==> config.mk <==
export PLATFORM = sky130hd
export DESIGN_NAME = cmt_top
export DESIGN_NICKNAME = d
export VERILOG_FILES = /design/src/hdl/cmt_sync2.v /design/src/hdl/cmt_sub.v /design/src/hdl/cmt_top.v
export VERILOG_INCLUDE_DIRS = /design/src /design/src/pkg
export SDC_FILE = /design/constraint.sdc
export NUM_CORES = 1
export LEC_CHECK = 0
export ABC_AREA = 1
export BUFFER_PORTS_ARGS = -buffer_cell sky130_fd_sc_hd__buf_2
export CAP_MARGIN = 5
export CORE_MARGIN = 3
export CORE_UTILIZATION = 25
export CTS_CLUSTER_DIAMETER = 60
export DETAILED_ROUTE_END_ITERATION = 8
export GPL_ROUTABILITY_DRIVEN = 0
export PLACE_DENSITY = 0.36
export RECOVER_POWER = 50
export SYNTH_ARGS = -nofsm -noshare
export SYNTH_HDL_FRONTEND = slang
export SYNTH_SLANG_ARGS = --single-unit
==> constraint.sdc <==
create_clock -name clk -period 10.5 [get_ports clk]
set_clock_uncertainty 0.1 [all_clocks]
set_input_delay 1.575 -clock clk [delete_from_list [all_inputs] [get_ports clk]]
set_output_delay 1.575 -clock clk [all_outputs]
set_load 0.01 [all_outputs]
==> src/pkg/cmt_defs.vh <==
// Register offsets, field positions and reset values for the compare-match timer
`ifndef CMT_DEFS_VH
`define CMT_DEFS_VH

// Register byte addresses
`define CMT_ADDR_UNIT_ENABLE     8'h00
`define CMT_ADDR_PRESCALER0      8'h04
`define CMT_ADDR_CLK_BUS_SRC     8'h08
`define CMT_ADDR_RUN_CTRL        8'h0c
`define CMT_ADDR_IRQ_STATUS      8'h10
`define CMT_ADDR_IRQ_CLEAR       8'h14
`define CMT_ADDR_IRQ_ENABLE      8'h18
`define CMT_ADDR_SUB0_MODE       8'h20
`define CMT_ADDR_SUB0_IO         8'h24
`define CMT_ADDR_SUB0_IRQ_EN     8'h28
`define CMT_ADDR_SUB0_STATUS     8'h2c
`define CMT_ADDR_SUB0_STAT_CLR   8'h30
`define CMT_ADDR_SUB0_COMPARE    8'h34
`define CMT_ADDR_SUB0_COUNTER    8'h38
`define CMT_ADDR_SUB1_MODE       8'h40
`define CMT_ADDR_SUB1_IO         8'h44
`define CMT_ADDR_SUB1_IRQ_EN     8'h48
`define CMT_ADDR_SUB1_STATUS     8'h4c
`define CMT_ADDR_SUB1_STAT_CLR   8'h50
`define CMT_ADDR_SUB1_COMPARE    8'h54
`define CMT_ADDR_SUB1_COUNTER    8'h58

// Field positions
`define CMT_UEN_TIMER_BIT        3
`define CMT_UEN_PRESC_BIT        0
`define CMT_CBS_BUS4_RISE_BIT    4
`define CMT_CBS_BUS4_FALL_BIT    5
`define CMT_MODE_PWM_BIT         3
`define CMT_MODE_CLKBUS4_BIT     2
`define CMT_IO_TOGGLE_VAL        4'h3
`define CMT_MATCH_BIT            0

// Reset values
`define CMT_RST_PRESCALER        16'h0000
`define CMT_RST_COMPARE          32'hffffffff

`endif

==> src/hdl/cmt_sync2.v <==
// Two-flop synchroniser for the external event pin
`timescale 1ns/1ps
module cmt_sync2 (
  input  wire clk,
  input  wire rst,
  input  wire d,
  output wire q
);
  reg s1_ff;
  reg s2_ff;

  // Only the second flop feeds logic
  always @(posedge clk or posedge rst) begin
    if (rst) begin
      s1_ff <= 1'b0;
      s2_ff <= 1'b0;
    end else begin
      s1_ff <= d;
      s2_ff <= s1_ff;
    end
  end

  assign q = s2_ff;
endmodule // cmt_sync2

==> src/hdl/cmt_sub.v <==
// One timer subblock: counter, compare, toggle output and match output
`timescale 1ns/1ps
`include "cmt_defs.vh"
module cmt_sub #(
  parameter W = 32
) (
  input  wire         clk,
  input  wire         rst,
  input  wire         tick,
  input  wire         pwm_mode,
  input  wire         toggle_en,
  input  wire [W-1:0] compare,
  input  wire         cnt_wr,
  input  wire [W-1:0] cnt_wdata,
  output reg  [W-1:0] count_ff,
  output reg          out_ff,
  output wire         match
);
  reg [W-1:0] nxt_count;

  // Match seen only on an advancing tick
  assign match = tick && (count_ff == compare);

  // Next count: software write, PWM clear or increment
  always @* begin
    nxt_count = count_ff;
    if (cnt_wr)
      nxt_count = cnt_wdata;
    else if (match && pwm_mode)
      nxt_count = {W{1'b0}};
    else if (tick)
      nxt_count = count_ff + {{(W-1){1'b0}}, 1'b1};
  end

  // Counter and toggled output
  always @(posedge clk or posedge rst) begin
    if (rst) begin
      count_ff <= {W{1'b0}};
      out_ff   <= 1'b0;
    end else begin
      count_ff <= nxt_count;
      if (match && toggle_en)
        out_ff <= ~out_ff;
    end
  end
endmodule // cmt_sub

==> src/hdl/cmt_top.v <==
// Compare-match timer with two subblocks, prescaler and clock bus
//
// Contract
// - Subblock 1 pin inverts on each counter/compare match when toggle selected.
// - PWM mode clears counter to zero on match, then counts up again.
// - Output control value 0x3 selects toggle on compare match.
// - Match sets the subblock status flag; it holds until software clears.
// - Writing 0x1 to status-clear clears the flag; software clears before next match.
// - Interrupt enable 0x1 makes each match raise an interrupt request.
// - Run control holds one count-enable bit per subblock.
// - Clock bus source 0x10 drives clock bus 4 from event input rising edges.
// - Mode 0xC on subblock 1 selects PWM and clock bus 4 as count clock.
// - Mode 0x8 on subblock 0 selects PWM with prescaler clock.
// - Prescaler 0 divides the clock by programmed value plus one.
// - Unit enable 0x09 enables timer and prescaler; counters stop otherwise (here a clock bus 4 subblock still counts under 0x08).
// - Without PWM the counter free-runs; software adds increments to compare.
// - Subblock 1 counts events, interrupts after n; software divides subblock 0 count.
// - Subblock 0 counter is writable; writing zero restarts measurement.
// - Subblock 1 compare holds the event count at which it matches.
//
// Implementation choices: the register offsets and the address-and-strobe port.
`timescale 1ns/1ps
`include "cmt_defs.vh"
module cmt_top #(
  parameter CW = 32,
  parameter PW = 16
) (
  input  wire          clk,
  input  wire          rst,
  input  wire [7:0]    addr,
  input  wire [31:0]   wdata,
  input  wire          wr,
  input  wire          rd,
  output reg  [31:0]   rdata,
  input  wire          ext_event_clock_in,
  output reg           sub0_compare_out,
  output reg           sub1_compare_out,
  output reg           sub0_match_irq,
  output reg           sub1_match_irq,
  output reg           irq
);
  // Control registers
  reg [7:0]    unit_enable_ff;
  reg [PW-1:0] prescaler0_divider_ff;
  reg [7:0]    clock_bus_source_ctrl_ff;
  reg [1:0]    subblock_run_ctrl_ff;
  reg [15:0]   sub0_mode_ctrl_ff;
  reg [15:0]   sub1_mode_ctrl_ff;
  reg [15:0]   sub0_io_ctrl_ff;
  reg [15:0]   sub1_io_ctrl_ff;
  reg          sub0_irq_enable_ff;
  reg          sub1_irq_enable_ff;
  reg [CW-1:0] sub0_compare_reg_ff;
  reg [CW-1:0] sub1_compare_reg_ff;
  reg          sub0_flag_ff;
  reg          sub1_flag_ff;
  reg [1:0]    irq_stat_ff;
  reg [1:0]    irq_en_ff;
  reg [PW-1:0] presc_cnt_ff;
  reg          presc_tick_ff;
  reg          ev_prev_ff;
  reg          bus4_tick_ff;
  reg [31:0]   nxt_rdata;

  wire          ev_sync;
  wire [CW-1:0] sub0_count;
  wire [CW-1:0] sub1_count;
  wire          sub0_out;
  wire          sub1_out;
  wire          sub0_match;
  wire          sub1_match;
  wire          timer_en;
  wire          presc_en;
  wire [1:0]    sub_clkbus4;
  wire [1:0]    sub_pwm;
  wire [1:0]    sub_toggle;
  wire [1:0]    sub_cnt_wr;
  wire [1:0]    sub_tick;
  wire [1:0]    sub_out;
  wire [1:0]    sub_match;
  wire [CW-1:0] sub_cmp [0:1];
  wire [CW-1:0] sub_cnt [0:1];

  // Event pin synchronised before any use
  cmt_sync2 u_sync (
    .clk (clk),
    .rst (rst),
    .d   (ext_event_clock_in),
    .q   (ev_sync)
  );

  // Unit enables
  assign timer_en = unit_enable_ff[`CMT_UEN_TIMER_BIT];
  assign presc_en = unit_enable_ff[`CMT_UEN_PRESC_BIT];

  // Prescaler 0: one tick every divider+1 clocks
  always @(posedge clk or posedge rst) begin
    if (rst) begin
      presc_cnt_ff  <= {PW{1'b0}};
      presc_tick_ff <= 1'b0;
    end else if (!presc_en) begin
      presc_cnt_ff  <= {PW{1'b0}};
      presc_tick_ff <= 1'b0;
    end else if (presc_cnt_ff >= prescaler0_divider_ff) begin
      presc_cnt_ff  <= {PW{1'b0}};
      presc_tick_ff <= 1'b1;
    end else begin
      presc_cnt_ff  <= presc_cnt_ff + {{(PW-1){1'b0}}, 1'b1};
      presc_tick_ff <= 1'b0;
    end
  end

  // Clock bus 4 from chosen edges of the event input
  always @(posedge clk or posedge rst) begin
    if (rst) begin
      ev_prev_ff   <= 1'b0;
      bus4_tick_ff <= 1'b0;
    end else begin
      ev_prev_ff   <= ev_sync;
      bus4_tick_ff <= (clock_bus_source_ctrl_ff[`CMT_CBS_BUS4_RISE_BIT] && ev_sync && !ev_prev_ff)
                   || (clock_bus_source_ctrl_ff[`CMT_CBS_BUS4_FALL_BIT] && !ev_sync && ev_prev_ff);
    end
  end

  // Clock bus 4 or prescaler 0 as count clock, per subblock
  assign sub_clkbus4 = {sub1_mode_ctrl_ff[`CMT_MODE_CLKBUS4_BIT],
                        sub0_mode_ctrl_ff[`CMT_MODE_CLKBUS4_BIT]};

  // Counter clear on match, per subblock
  assign sub_pwm = {sub1_mode_ctrl_ff[`CMT_MODE_PWM_BIT],
                    sub0_mode_ctrl_ff[`CMT_MODE_PWM_BIT]};

  // Toggle on match when the output control nibble selects it
  assign sub_toggle = {sub1_io_ctrl_ff[3:0] == `CMT_IO_TOGGLE_VAL,
                       sub0_io_ctrl_ff[3:0] == `CMT_IO_TOGGLE_VAL};

  // Software counter writes, one strobe per subblock
  assign sub_cnt_wr = {wr && (addr == `CMT_ADDR_SUB1_COUNTER),
                       wr && (addr == `CMT_ADDR_SUB0_COUNTER)};

  // Compare values: sub0 time base, sub1 event count
  assign sub_cmp[0] = sub0_compare_reg_ff;
  assign sub_cmp[1] = sub1_compare_reg_ff;

  // One counter per subblock, gated by unit enable and its run bit
  genvar g;
  generate
    for (g = 0; g < 2; g = g + 1) begin : g_sub
      // Count clock select and run gating
      assign sub_tick[g] = timer_en && subblock_run_ctrl_ff[g] &&
                           (sub_clkbus4[g] ? bus4_tick_ff : presc_tick_ff);

      // Counter, compare and toggled output
      cmt_sub #(
        .W (CW)
      ) u_sub (
        .clk       (clk),
        .rst       (rst),
        .tick      (sub_tick[g]),
        .pwm_mode  (sub_pwm[g]),
        .toggle_en (sub_toggle[g]),
        .compare   (sub_cmp[g]),
        .cnt_wr    (sub_cnt_wr[g]),
        .cnt_wdata (wdata[CW-1:0]),
        .count_ff  (sub_cnt[g]),
        .out_ff    (sub_out[g]),
        .match     (sub_match[g])
      );
    end
  endgenerate

  // Named views of the per-subblock results
  assign sub0_count = sub_cnt[0];
  assign sub1_count = sub_cnt[1];
  assign sub0_out   = sub_out[0];
  assign sub1_out   = sub_out[1];
  assign sub0_match = sub_match[0];
  assign sub1_match = sub_match[1];

  // Register writes
  always @(posedge clk or posedge rst) begin
    if (rst) begin
      unit_enable_ff           <= 8'h00;
      prescaler0_divider_ff    <= `CMT_RST_PRESCALER;
      clock_bus_source_ctrl_ff <= 8'h00;
      subblock_run_ctrl_ff     <= 2'h0;
      sub0_mode_ctrl_ff        <= 16'h0000;
      sub1_mode_ctrl_ff        <= 16'h0000;
      sub0_io_ctrl_ff          <= 16'h0000;
      sub1_io_ctrl_ff          <= 16'h0000;
      sub0_irq_enable_ff       <= 1'b0;
      sub1_irq_enable_ff       <= 1'b0;
      sub0_compare_reg_ff      <= `CMT_RST_COMPARE;
      sub1_compare_reg_ff      <= `CMT_RST_COMPARE;
      irq_en_ff                <= 2'h0;
    end else if (wr) begin
      // Common controls first, then the subblock registers
      if (addr == `CMT_ADDR_UNIT_ENABLE)
        unit_enable_ff <= wdata[7:0];
      else if (addr == `CMT_ADDR_PRESCALER0)
        prescaler0_divider_ff <= wdata[PW-1:0];
      else if (addr == `CMT_ADDR_CLK_BUS_SRC)
        clock_bus_source_ctrl_ff <= wdata[7:0];
      else if (addr == `CMT_ADDR_RUN_CTRL)
        subblock_run_ctrl_ff <= wdata[1:0];
      else if (addr == `CMT_ADDR_IRQ_ENABLE)
        irq_en_ff <= wdata[1:0];
      else if (addr == `CMT_ADDR_SUB0_MODE)
        sub0_mode_ctrl_ff <= wdata[15:0];
      else if (addr == `CMT_ADDR_SUB1_MODE)
        sub1_mode_ctrl_ff <= wdata[15:0];
      else if (addr == `CMT_ADDR_SUB0_IO)
        sub0_io_ctrl_ff <= wdata[15:0];
      else if (addr == `CMT_ADDR_SUB1_IO)
        sub1_io_ctrl_ff <= wdata[15:0];
      else if (addr == `CMT_ADDR_SUB0_IRQ_EN)
        sub0_irq_enable_ff <= wdata[`CMT_MATCH_BIT];
      else if (addr == `CMT_ADDR_SUB1_IRQ_EN)
        sub1_irq_enable_ff <= wdata[`CMT_MATCH_BIT];
      else if (addr == `CMT_ADDR_SUB0_COMPARE)
        sub0_compare_reg_ff <= wdata[CW-1:0];
      else if (addr == `CMT_ADDR_SUB1_COMPARE)
        sub1_compare_reg_ff <= wdata[CW-1:0];
    end
  end

  // Match flags: set wins over a same-cycle clear
  always @(posedge clk or posedge rst) begin
    if (rst) begin
      sub0_flag_ff <= 1'b0;
      sub1_flag_ff <= 1'b0;
    end else begin
      if (sub0_match)
        sub0_flag_ff <= 1'b1;
      else if (wr && addr == `CMT_ADDR_SUB0_STAT_CLR && wdata[`CMT_MATCH_BIT])
        sub0_flag_ff <= 1'b0;
      if (sub1_match)
        sub1_flag_ff <= 1'b1;
      else if (wr && addr == `CMT_ADDR_SUB1_STAT_CLR && wdata[`CMT_MATCH_BIT])
        sub1_flag_ff <= 1'b0;
    end
  end

  // Common sticky interrupt status with write-one clear
  always @(posedge clk or posedge rst) begin
    if (rst) begin
      irq_stat_ff <= 2'h0;
    end else begin
      irq_stat_ff <= (irq_stat_ff & ~((wr && addr == `CMT_ADDR_IRQ_CLEAR) ? wdata[1:0] : 2'h0))
                   | {sub1_match, sub0_match};
    end
  end

  // Read mux
  always @* begin
    nxt_rdata = 32'h00000000;
    // Narrow registers read in the low bits, upper bits zero
    if (addr == `CMT_ADDR_UNIT_ENABLE)
      nxt_rdata[7:0] = unit_enable_ff;
    else if (addr == `CMT_ADDR_PRESCALER0)
      nxt_rdata[PW-1:0] = prescaler0_divider_ff;
    else if (addr == `CMT_ADDR_CLK_BUS_SRC)
      nxt_rdata[7:0] = clock_bus_source_ctrl_ff;
    else if (addr == `CMT_ADDR_RUN_CTRL)
      nxt_rdata[1:0] = subblock_run_ctrl_ff;
    else if (addr == `CMT_ADDR_IRQ_STATUS)
      nxt_rdata[1:0] = irq_stat_ff;
    else if (addr == `CMT_ADDR_IRQ_ENABLE)
      nxt_rdata[1:0] = irq_en_ff;
    else if (addr == `CMT_ADDR_SUB0_MODE)
      nxt_rdata[15:0] = sub0_mode_ctrl_ff;
    else if (addr == `CMT_ADDR_SUB1_MODE)
      nxt_rdata[15:0] = sub1_mode_ctrl_ff;
    else if (addr == `CMT_ADDR_SUB0_IO)
      nxt_rdata[15:0] = sub0_io_ctrl_ff;
    else if (addr == `CMT_ADDR_SUB1_IO)
      nxt_rdata[15:0] = sub1_io_ctrl_ff;
    else if (addr == `CMT_ADDR_SUB0_IRQ_EN)
      nxt_rdata[0] = sub0_irq_enable_ff;
    else if (addr == `CMT_ADDR_SUB1_IRQ_EN)
      nxt_rdata[0] = sub1_irq_enable_ff;
    else if (addr == `CMT_ADDR_SUB0_STATUS)
      nxt_rdata[0] = sub0_flag_ff;
    else if (addr == `CMT_ADDR_SUB1_STATUS)
      nxt_rdata[0] = sub1_flag_ff;
    else if (addr == `CMT_ADDR_SUB0_COMPARE)
      nxt_rdata[CW-1:0] = sub0_compare_reg_ff;
    else if (addr == `CMT_ADDR_SUB1_COMPARE)
      nxt_rdata[CW-1:0] = sub1_compare_reg_ff;
    else if (addr == `CMT_ADDR_SUB0_COUNTER)
      nxt_rdata[CW-1:0] = sub0_count;
    else if (addr == `CMT_ADDR_SUB1_COUNTER)
      nxt_rdata[CW-1:0] = sub1_count;
  end

  // Read data valid the cycle after the strobe only
  always @(posedge clk or posedge rst) begin
    if (rst)
      rdata <= 32'h00000000;
    else if (rd)
      rdata <= nxt_rdata;
    else
      rdata <= 32'h00000000;
  end

  // Registered outputs
  always @(posedge clk or posedge rst) begin
    if (rst) begin
      sub0_compare_out <= 1'b0;
      sub1_compare_out <= 1'b0;
      sub0_match_irq   <= 1'b0;
      sub1_match_irq   <= 1'b0;
      irq              <= 1'b0;
    end else begin
      sub0_compare_out <= sub0_out;
      sub1_compare_out <= sub1_out;
      sub0_match_irq   <= sub0_flag_ff && sub0_irq_enable_ff;
      sub1_match_irq   <= sub1_flag_ff && sub1_irq_enable_ff;
      irq              <= |(irq_stat_ff & irq_en_ff);
    end
  end
endmodule // cmt_top

== After elaboration in Yosys (flattened, before gate mapping) ==
Index checks and enable logic that the tools add are counted.
Storage, ports and cells
  flip-flop bits (word level): 294
  output and inout port bits: 37
  bits of input ports: 45
Operators by class
  $add $sub $neg: 3
  equality and inequality tests: 24
  multiplexer cells: 80
  bitwise operators: 18
  magnitude comparators: 1
  reductions and logical operators: 45
Operators with widths (count)
  32-bit 2-to-1 mux: 25
  31-bit 2-to-1 mux: 14
  16-bit 2-to-1 mux: 18
  30-bit 2-to-1 mux: 3
  32-bit by 1-bit adder with 32-bit output (second input constant): 2
  32-bit equality test: 2
  8-bit by 6-bit equality test with 1-bit output (second input constant): 7
  8-bit by 7-bit equality test with 1-bit output (second input constant): 7
  24-bit 2-to-1 mux: 2
  8-bit by 5-bit equality test with 1-bit output (second input constant): 3
  1-bit logical AND: 23
  16-bit by 1-bit adder with 16-bit output (second input constant): 1
  8-bit by 4-bit equality test with 1-bit output (second input constant): 2
  16-bit greater-or-equal comparator: 1
  8-bit 2-to-1 mux: 2
  1-bit NOT: 14
  14-bit AND reduction: 1
  13-bit AND reduction: 1
  1-bit 2-to-1 mux: 12
  12-bit AND reduction: 1
  11-bit AND reduction: 1
  10-bit AND reduction: 1
  9-bit AND reduction: 1
  4-bit by 2-bit equality test with 1-bit output (second input constant): 2
  18 further kinds: 25

== Longest topological paths before layout ==
  word-level depth: 50
  gate-level depth with buffers: 17
  depth with buffers taken out: 16

== By module ==
From an unflattened synthesis, not the netlist that was laid out.
Second synthesis, totals
  cell total of the unflattened synthesis: 2380
  area total of the unflattened synthesis: 17182.7 µm²
Modules (own cells, without submodules)
  cmt_top: instances 1, sequential area each 5735.5 µm², cells an instance 1237, area each 10702.8 µm²
  cmt_sub: instances 2, sequential area each 825.8 µm², cells an instance 570, area each 3213.1 µm²
  cmt_sync2: instances 1, sequential area each 50.0 µm², cells an instance 3, area each 53.8 µm²

== Worst setup path before layout ==
Ideal clock, no wire load.
  path type: input port to flip-flop
  from: in addr[3]
  to: reg rdata[15]
  buffers on the path: 1
  data required time: 10.263 ns
  stages: 12
  arrival: 2.909 ns
  path slack: 7.355 ns
  setup time: 0.137 ns
  path through: inv_1 -> nand2_1 -> nor2_2 -> inv_1 -> nor2_1 -> inv_2 -> buf_2 -> or2_1 -> o21ai_0 -> a21oi_1 -> mux2i_1 -> a21oi_1
Between the ends
  longest elaborated chain between the ends: 50
RTL lines
  start: declaration: RTL line cmt_top.v:30  | input wire [7:0] addr,
  8-bit by 7-bit equality test with 1-bit output (no source line)
  32-bit 2-to-1 mux: RTL line cmt_top.v:292  | else if (addr == `CMT_ADDR_SUB1_COUNTER)
  32-bit 2-to-1 mux: RTL line cmt_top.v:290  | else if (addr == `CMT_ADDR_SUB0_COUNTER)
  32-bit 2-to-1 mux: RTL line cmt_top.v:288  | else if (addr == `CMT_ADDR_SUB1_COMPARE)
  32-bit 2-to-1 mux: RTL line cmt_top.v:286  | else if (addr == `CMT_ADDR_SUB0_COMPARE)
  32-bit 2-to-1 mux: RTL line cmt_top.v:284  | else if (addr == `CMT_ADDR_SUB1_STATUS)
  32-bit 2-to-1 mux: RTL line cmt_top.v:282  | else if (addr == `CMT_ADDR_SUB0_STATUS)
  32-bit 2-to-1 mux: RTL line cmt_top.v:280  | else if (addr == `CMT_ADDR_SUB1_IRQ_EN)
  (+34 left out)
  16-bit 2-to-1 mux: RTL line cmt_top.v:258  | if (addr == `CMT_ADDR_UNIT_ENABLE)
  30-bit 2-to-1 mux: RTL line cmt_top.v:268  | else if (addr == `CMT_ADDR_IRQ_ENABLE)
  30-bit 2-to-1 mux: RTL line cmt_top.v:266  | else if (addr == `CMT_ADDR_IRQ_STATUS)
  30-bit 2-to-1 mux: RTL line cmt_top.v:264  | else if (addr == `CMT_ADDR_RUN_CTRL)
  24-bit 2-to-1 mux: RTL line cmt_top.v:262  | else if (addr == `CMT_ADDR_CLK_BUS_SRC)
  16-bit 2-to-1 mux: RTL line cmt_top.v:260  | else if (addr == `CMT_ADDR_PRESCALER0)
  24-bit 2-to-1 mux (*): RTL line cmt_top.v:258
  32-bit 2-to-1 mux (*): RTL line cmt_top.v:300  | else if (rd)
  end signal: assignment: RTL line cmt_top.v:301  | rdata <= nxt_rdata;
  end: declaration: RTL line cmt_top.v:34  | output reg [31:0] rdata,
Every way passes the cells marked *; elsewhere a longest branch is shown, timed or not. The select of a mux whose other input is x is not followed.
A chain may end at the register's enable or synchronous reset.

==> load_flow_metrics.sql <==
INSERT INTO impl_metrics (metric_group, metric, value, unit) VALUES
('yosys', 'synth.lib_cells_used.distinct', '55', ''),
('yosys', 'synth_ff_type', 'dfrtp_1', ''),
('yosys', 'synth_top_cell_by_area', 'dfrtp_1', ''),
('drt', 'post_drt_wl_per_cell', '21.7', 'um'),
('critical_path', 'r2r.worst_path.cells', '12', ''),
('power', 'irDropWorstVdd', '93.9', 'uV'),
('critical_path', 'crit_type', 'primary input to asynchronous set/reset pin', ''),
('clock_network', 'clockRootBuffer', 'clkbuf_16', ''),
('die', 'floorplan.die.width', '263', 'um'),
('yosys', 'synth.area.mux_share', '0.484', '%'),
('drt', 'detail_route.drc_violations', '0', ''),
('finish', 'fin_nets', '2204', ''),
('clock_network', 'worst_setup_hold_path_clk_slew', '0.06', 'ns'),
('placement', 'post-dp-hpwl', '47800', 'um'),
('yosys', 'post_synth_and_or_nand_nor_area_fraction', '25.8', '%'),
('sta', 'worst-slew-pin-transition', '5.24', 'ns'),
('critical_path', 'required', '11.01', 'ns'),
('sta', 'finalHoldViolations', '0', ''),
('grt', 'grt_antenna_before_repair', '3', ''),
('yosys', 'synth_top_cell_area_share', '34.8', '%'),
('die', 'placement_rows', '93', ''),
('sta', 'timing.final.max_slew_violations', '108', ''),
('drt', 'avgViaCountPerCell', '4.84', ''),
('sta', 'unrepaired_setup_endpoints_after_global_routing', 'false', ''),
('sta', 'min_period', '5.11', 'ns'),
('yosys', 'yosys.area_share.xor_xnor', '5.02', '%'),
('yosys', 'postSynthNetCount', '2175', ''),
('critical_path', 'crit_path_end_kind', 'asynchronous set/reset pin', ''),
('yosys', 'synth_compound_gate_area_share', '14.7', '%'),
('critical_path', 'path_max_fanout', '107', ''),
('worst_hold_path', 'timing.hold.worst_path_depth', '0', ''),
('sta', 'layout_worst_path_cycle_share', '48.7', '%'),
('yosys', 'synth_adder_area_share', '1.44', '%'),
('yosys', 'synth_most_common_cell', 'nand2_1', ''),
('clock_network', 'numClockSinks', '294', ''),
('grt', 'wire_length_of_the_first_global_routing_pass', '97500', 'um'),
('die', 'core_region_area', '64900', 'um2'),
('clock_network', 'cts_repair_resize_count', '0', ''),
('yosys', 'post_synth.cell_area_avg', '7.84', 'um2'),
('outcome', 'run_status', 'complete, but fails checks', ''),
('finish', 'layoutNonFillerInstCount', '3033', ''),
('sta', 'worst_slew_margin_rel', '-251', '%'),
('die', 'floorplan.initialDensity', '25.5', '%'),
('grt', 'grt_pass1_vias', '14000', ''),
('drt', 'routed-via-count', '14700', ''),
('yosys', 'ys_ff_latch', '294', ''),
('yosys', 'synthCells', '2111', ''),
('yosys', 'largest_family_of_logic_cells_by_synthesized_area', 'simple AND/OR/NAND/NOR gates', ''),
('drt', 'antenna_nets_post_route', '0', ''),
('clock_network', 'tritoncts', 'done', ''),
('finish', 'areaGrowthSynthToFinish', '15.0', '%'),
('yosys', 'yosys-top-cells-area', 'dfrtp_1 35%, nand2_1 11%, dfstp_2 10%, o21ai_0 7.3%, inv_1 3.9%', ''),
('finish', 'layout.filler_cells', '7120', ''),
('die', 'number_of_top_level_pins', '82', ''),
('yosys', 'synth.top_cells.by_count', '494 x nand2_1, 240 x o21ai_0, 230 x dfrtp_1', ''),
('yosys', 'synth_seq_area_share', '44.9', '%'),
('clock_network', 'postCtsSetupBuffers', '0', ''),
('yosys', 'synth-warning-count', '0', ''),
('yosys', 'synthArstFlopShare', '100', '%'),
('placement', 'place.detailed.instances', '2950', ''),
('clock_network', 'clock_path_buffers', '3', ''),
('run', 'max_capacitance_violation_count', '1', ''),
('critical_path', 'worstPathArrival', '5.62', 'ns'),
('clock_network', 'worst_skew_pair.late_latency', '0.58', 'ns'),
('drt', 'initial_drt_pass_iterations', '6', ''),
('placement', 'io_buffers', '81', ''),
('power', 'leakagePower', '8.16', 'nW'),
('critical_path', 'reg2reg_slack', '7.21', 'ns'),
('clock_network', 'postCtsHoldBufs', '0', ''),
('outcome', 'failed_checks', 'max-capacitance violations, max-slew violations', ''),
('finish', 'post_route_cells_drive_above_1_share', '13.0', '%');
path summary, 6_finish.rpt:
kind | end | from
max | g_sub[1].u_sub.count_ff[18]$_DFFE_PP0P_ | rst
min | u_sync.q$_DFF_PP0_ | u_sync.s1_ff$_DFF_PP0_
max reg2reg | g_sub[0].u_sub.count_ff[8]$_DFFE_PP0P_ | presc_tick_ff$_DFF_PP0_
min reg2reg | u_sync.q$_DFF_PP0_ | u_sync.s1_ff$_DFF_PP0_
max in group clk | g_sub[0].u_sub.count_ff[16]$_DFFE_PP0P_ | addr[0]
min in group asynchronous | sub1_match_irq$_DFF_PP0_ | rst
layout make-up:
class	count	area, um2	area share (%)
clock inverters	25	322	1.69
repair buffers	89	430	2.26
well taps	855	1070	5.62
multi-input cells	1521	7850	41.2
flip-flops and latches	294	7440	39.0
inverters	191	723	3.80
clock buffers	54	1210	6.35
diodes	4	10.0	0.0526
kinds of logic after synthesis:
group / count (synthesis)
flops: 294
mux: 8
compound gates: 448
buf+inv: 296
xor+xnor: 94
fa+ha+maj: 19
simple gates: 952
power breakdown:
| part | switching, mW | internal [mW] |
|---|---|---|
| Clock | 0.590 | 0.968 |
| Sequential | 0.0568 | 1.19 |
| Combinational | 0.195 | 0.0825 |
| Total | 0.841 | 2.24 |
flip-flops by register name (all words and copies together) (netlist names), 8 cells and up:
| register | cells |
|---|---|
| sub1_mode_ctrl_ff | 16 |
| sub0_io_ctrl_ff | 16 |
| g_sub.u_sub.count_ff | 64 |
| sub0_compare_reg_ff | 32 |
| sub1_io_ctrl_ff | 16 |
| sub0_mode_ctrl_ff | 16 |
| clock_bus_source_ctrl_ff | 8 |
| presc_cnt_ff | 16 |
| rdata | 32 |
| prescaler0_divider_ff | 16 |
| unit_enable_ff | 8 |
| sub1_compare_reg_ff | 32 |
cells in the final DEF (no fill, tap or decap), types with 29 or more instances in the layout:
cell | Yosys | final
nor3_1 | 70 | 70
clkbuf_16 | 0 | 44
nor2_1 | 162 | 162
nand3_1 | 101 | 102
xnor2_1 | 43 | 43
dfrtp_1 | 230 | 230
o21ai_0 | 240 | 240
a21oi_1 | 53 | 53
inv_1 | 172 | 171
clkbuf_1 | 47 | 39
nand2_1 | 494 | 495
o21ai_1 | 53 | 53
buf_2 | 38 | 46
nand4_1 | 29 | 29
xor2_1 | 50 | 50
o22ai_1 | 50 | 50
dfstp_2 | 64 | 64
metal layers:
metal | vias to the layer above | GRT usage [%] | wire, um
met5 | - | 0.347 | 13
met4 | 2 | 4.74 | 1430
met3 | 79 | 3.02 | 3680
met2 | 406 | 26.3 | 27000
met1 | 7101 | 29.4 | 33600
li1 | 7096 | - | -
critical path, stage by stage:
cell and delay, ns:
clkbuf_1 0.08, clkinvlp_2 2.90, buf_4 0.95
through the flow:
step	power (mW)	instance area, um2	setup slack [ns]	hold WS (ns)
after floorplan	1.42	16600	0.812	0.231
after global placement	1.54	17600	5.79	0.234
after global routing	3.21	19000	4.53	0.266
after CTS	3.13	19100	6.38	0.256
after detailed placement	1.54	17600	5.74	0.240
final	3.08	19000	5.39	0.250
(Power assumes the default switching activity.)
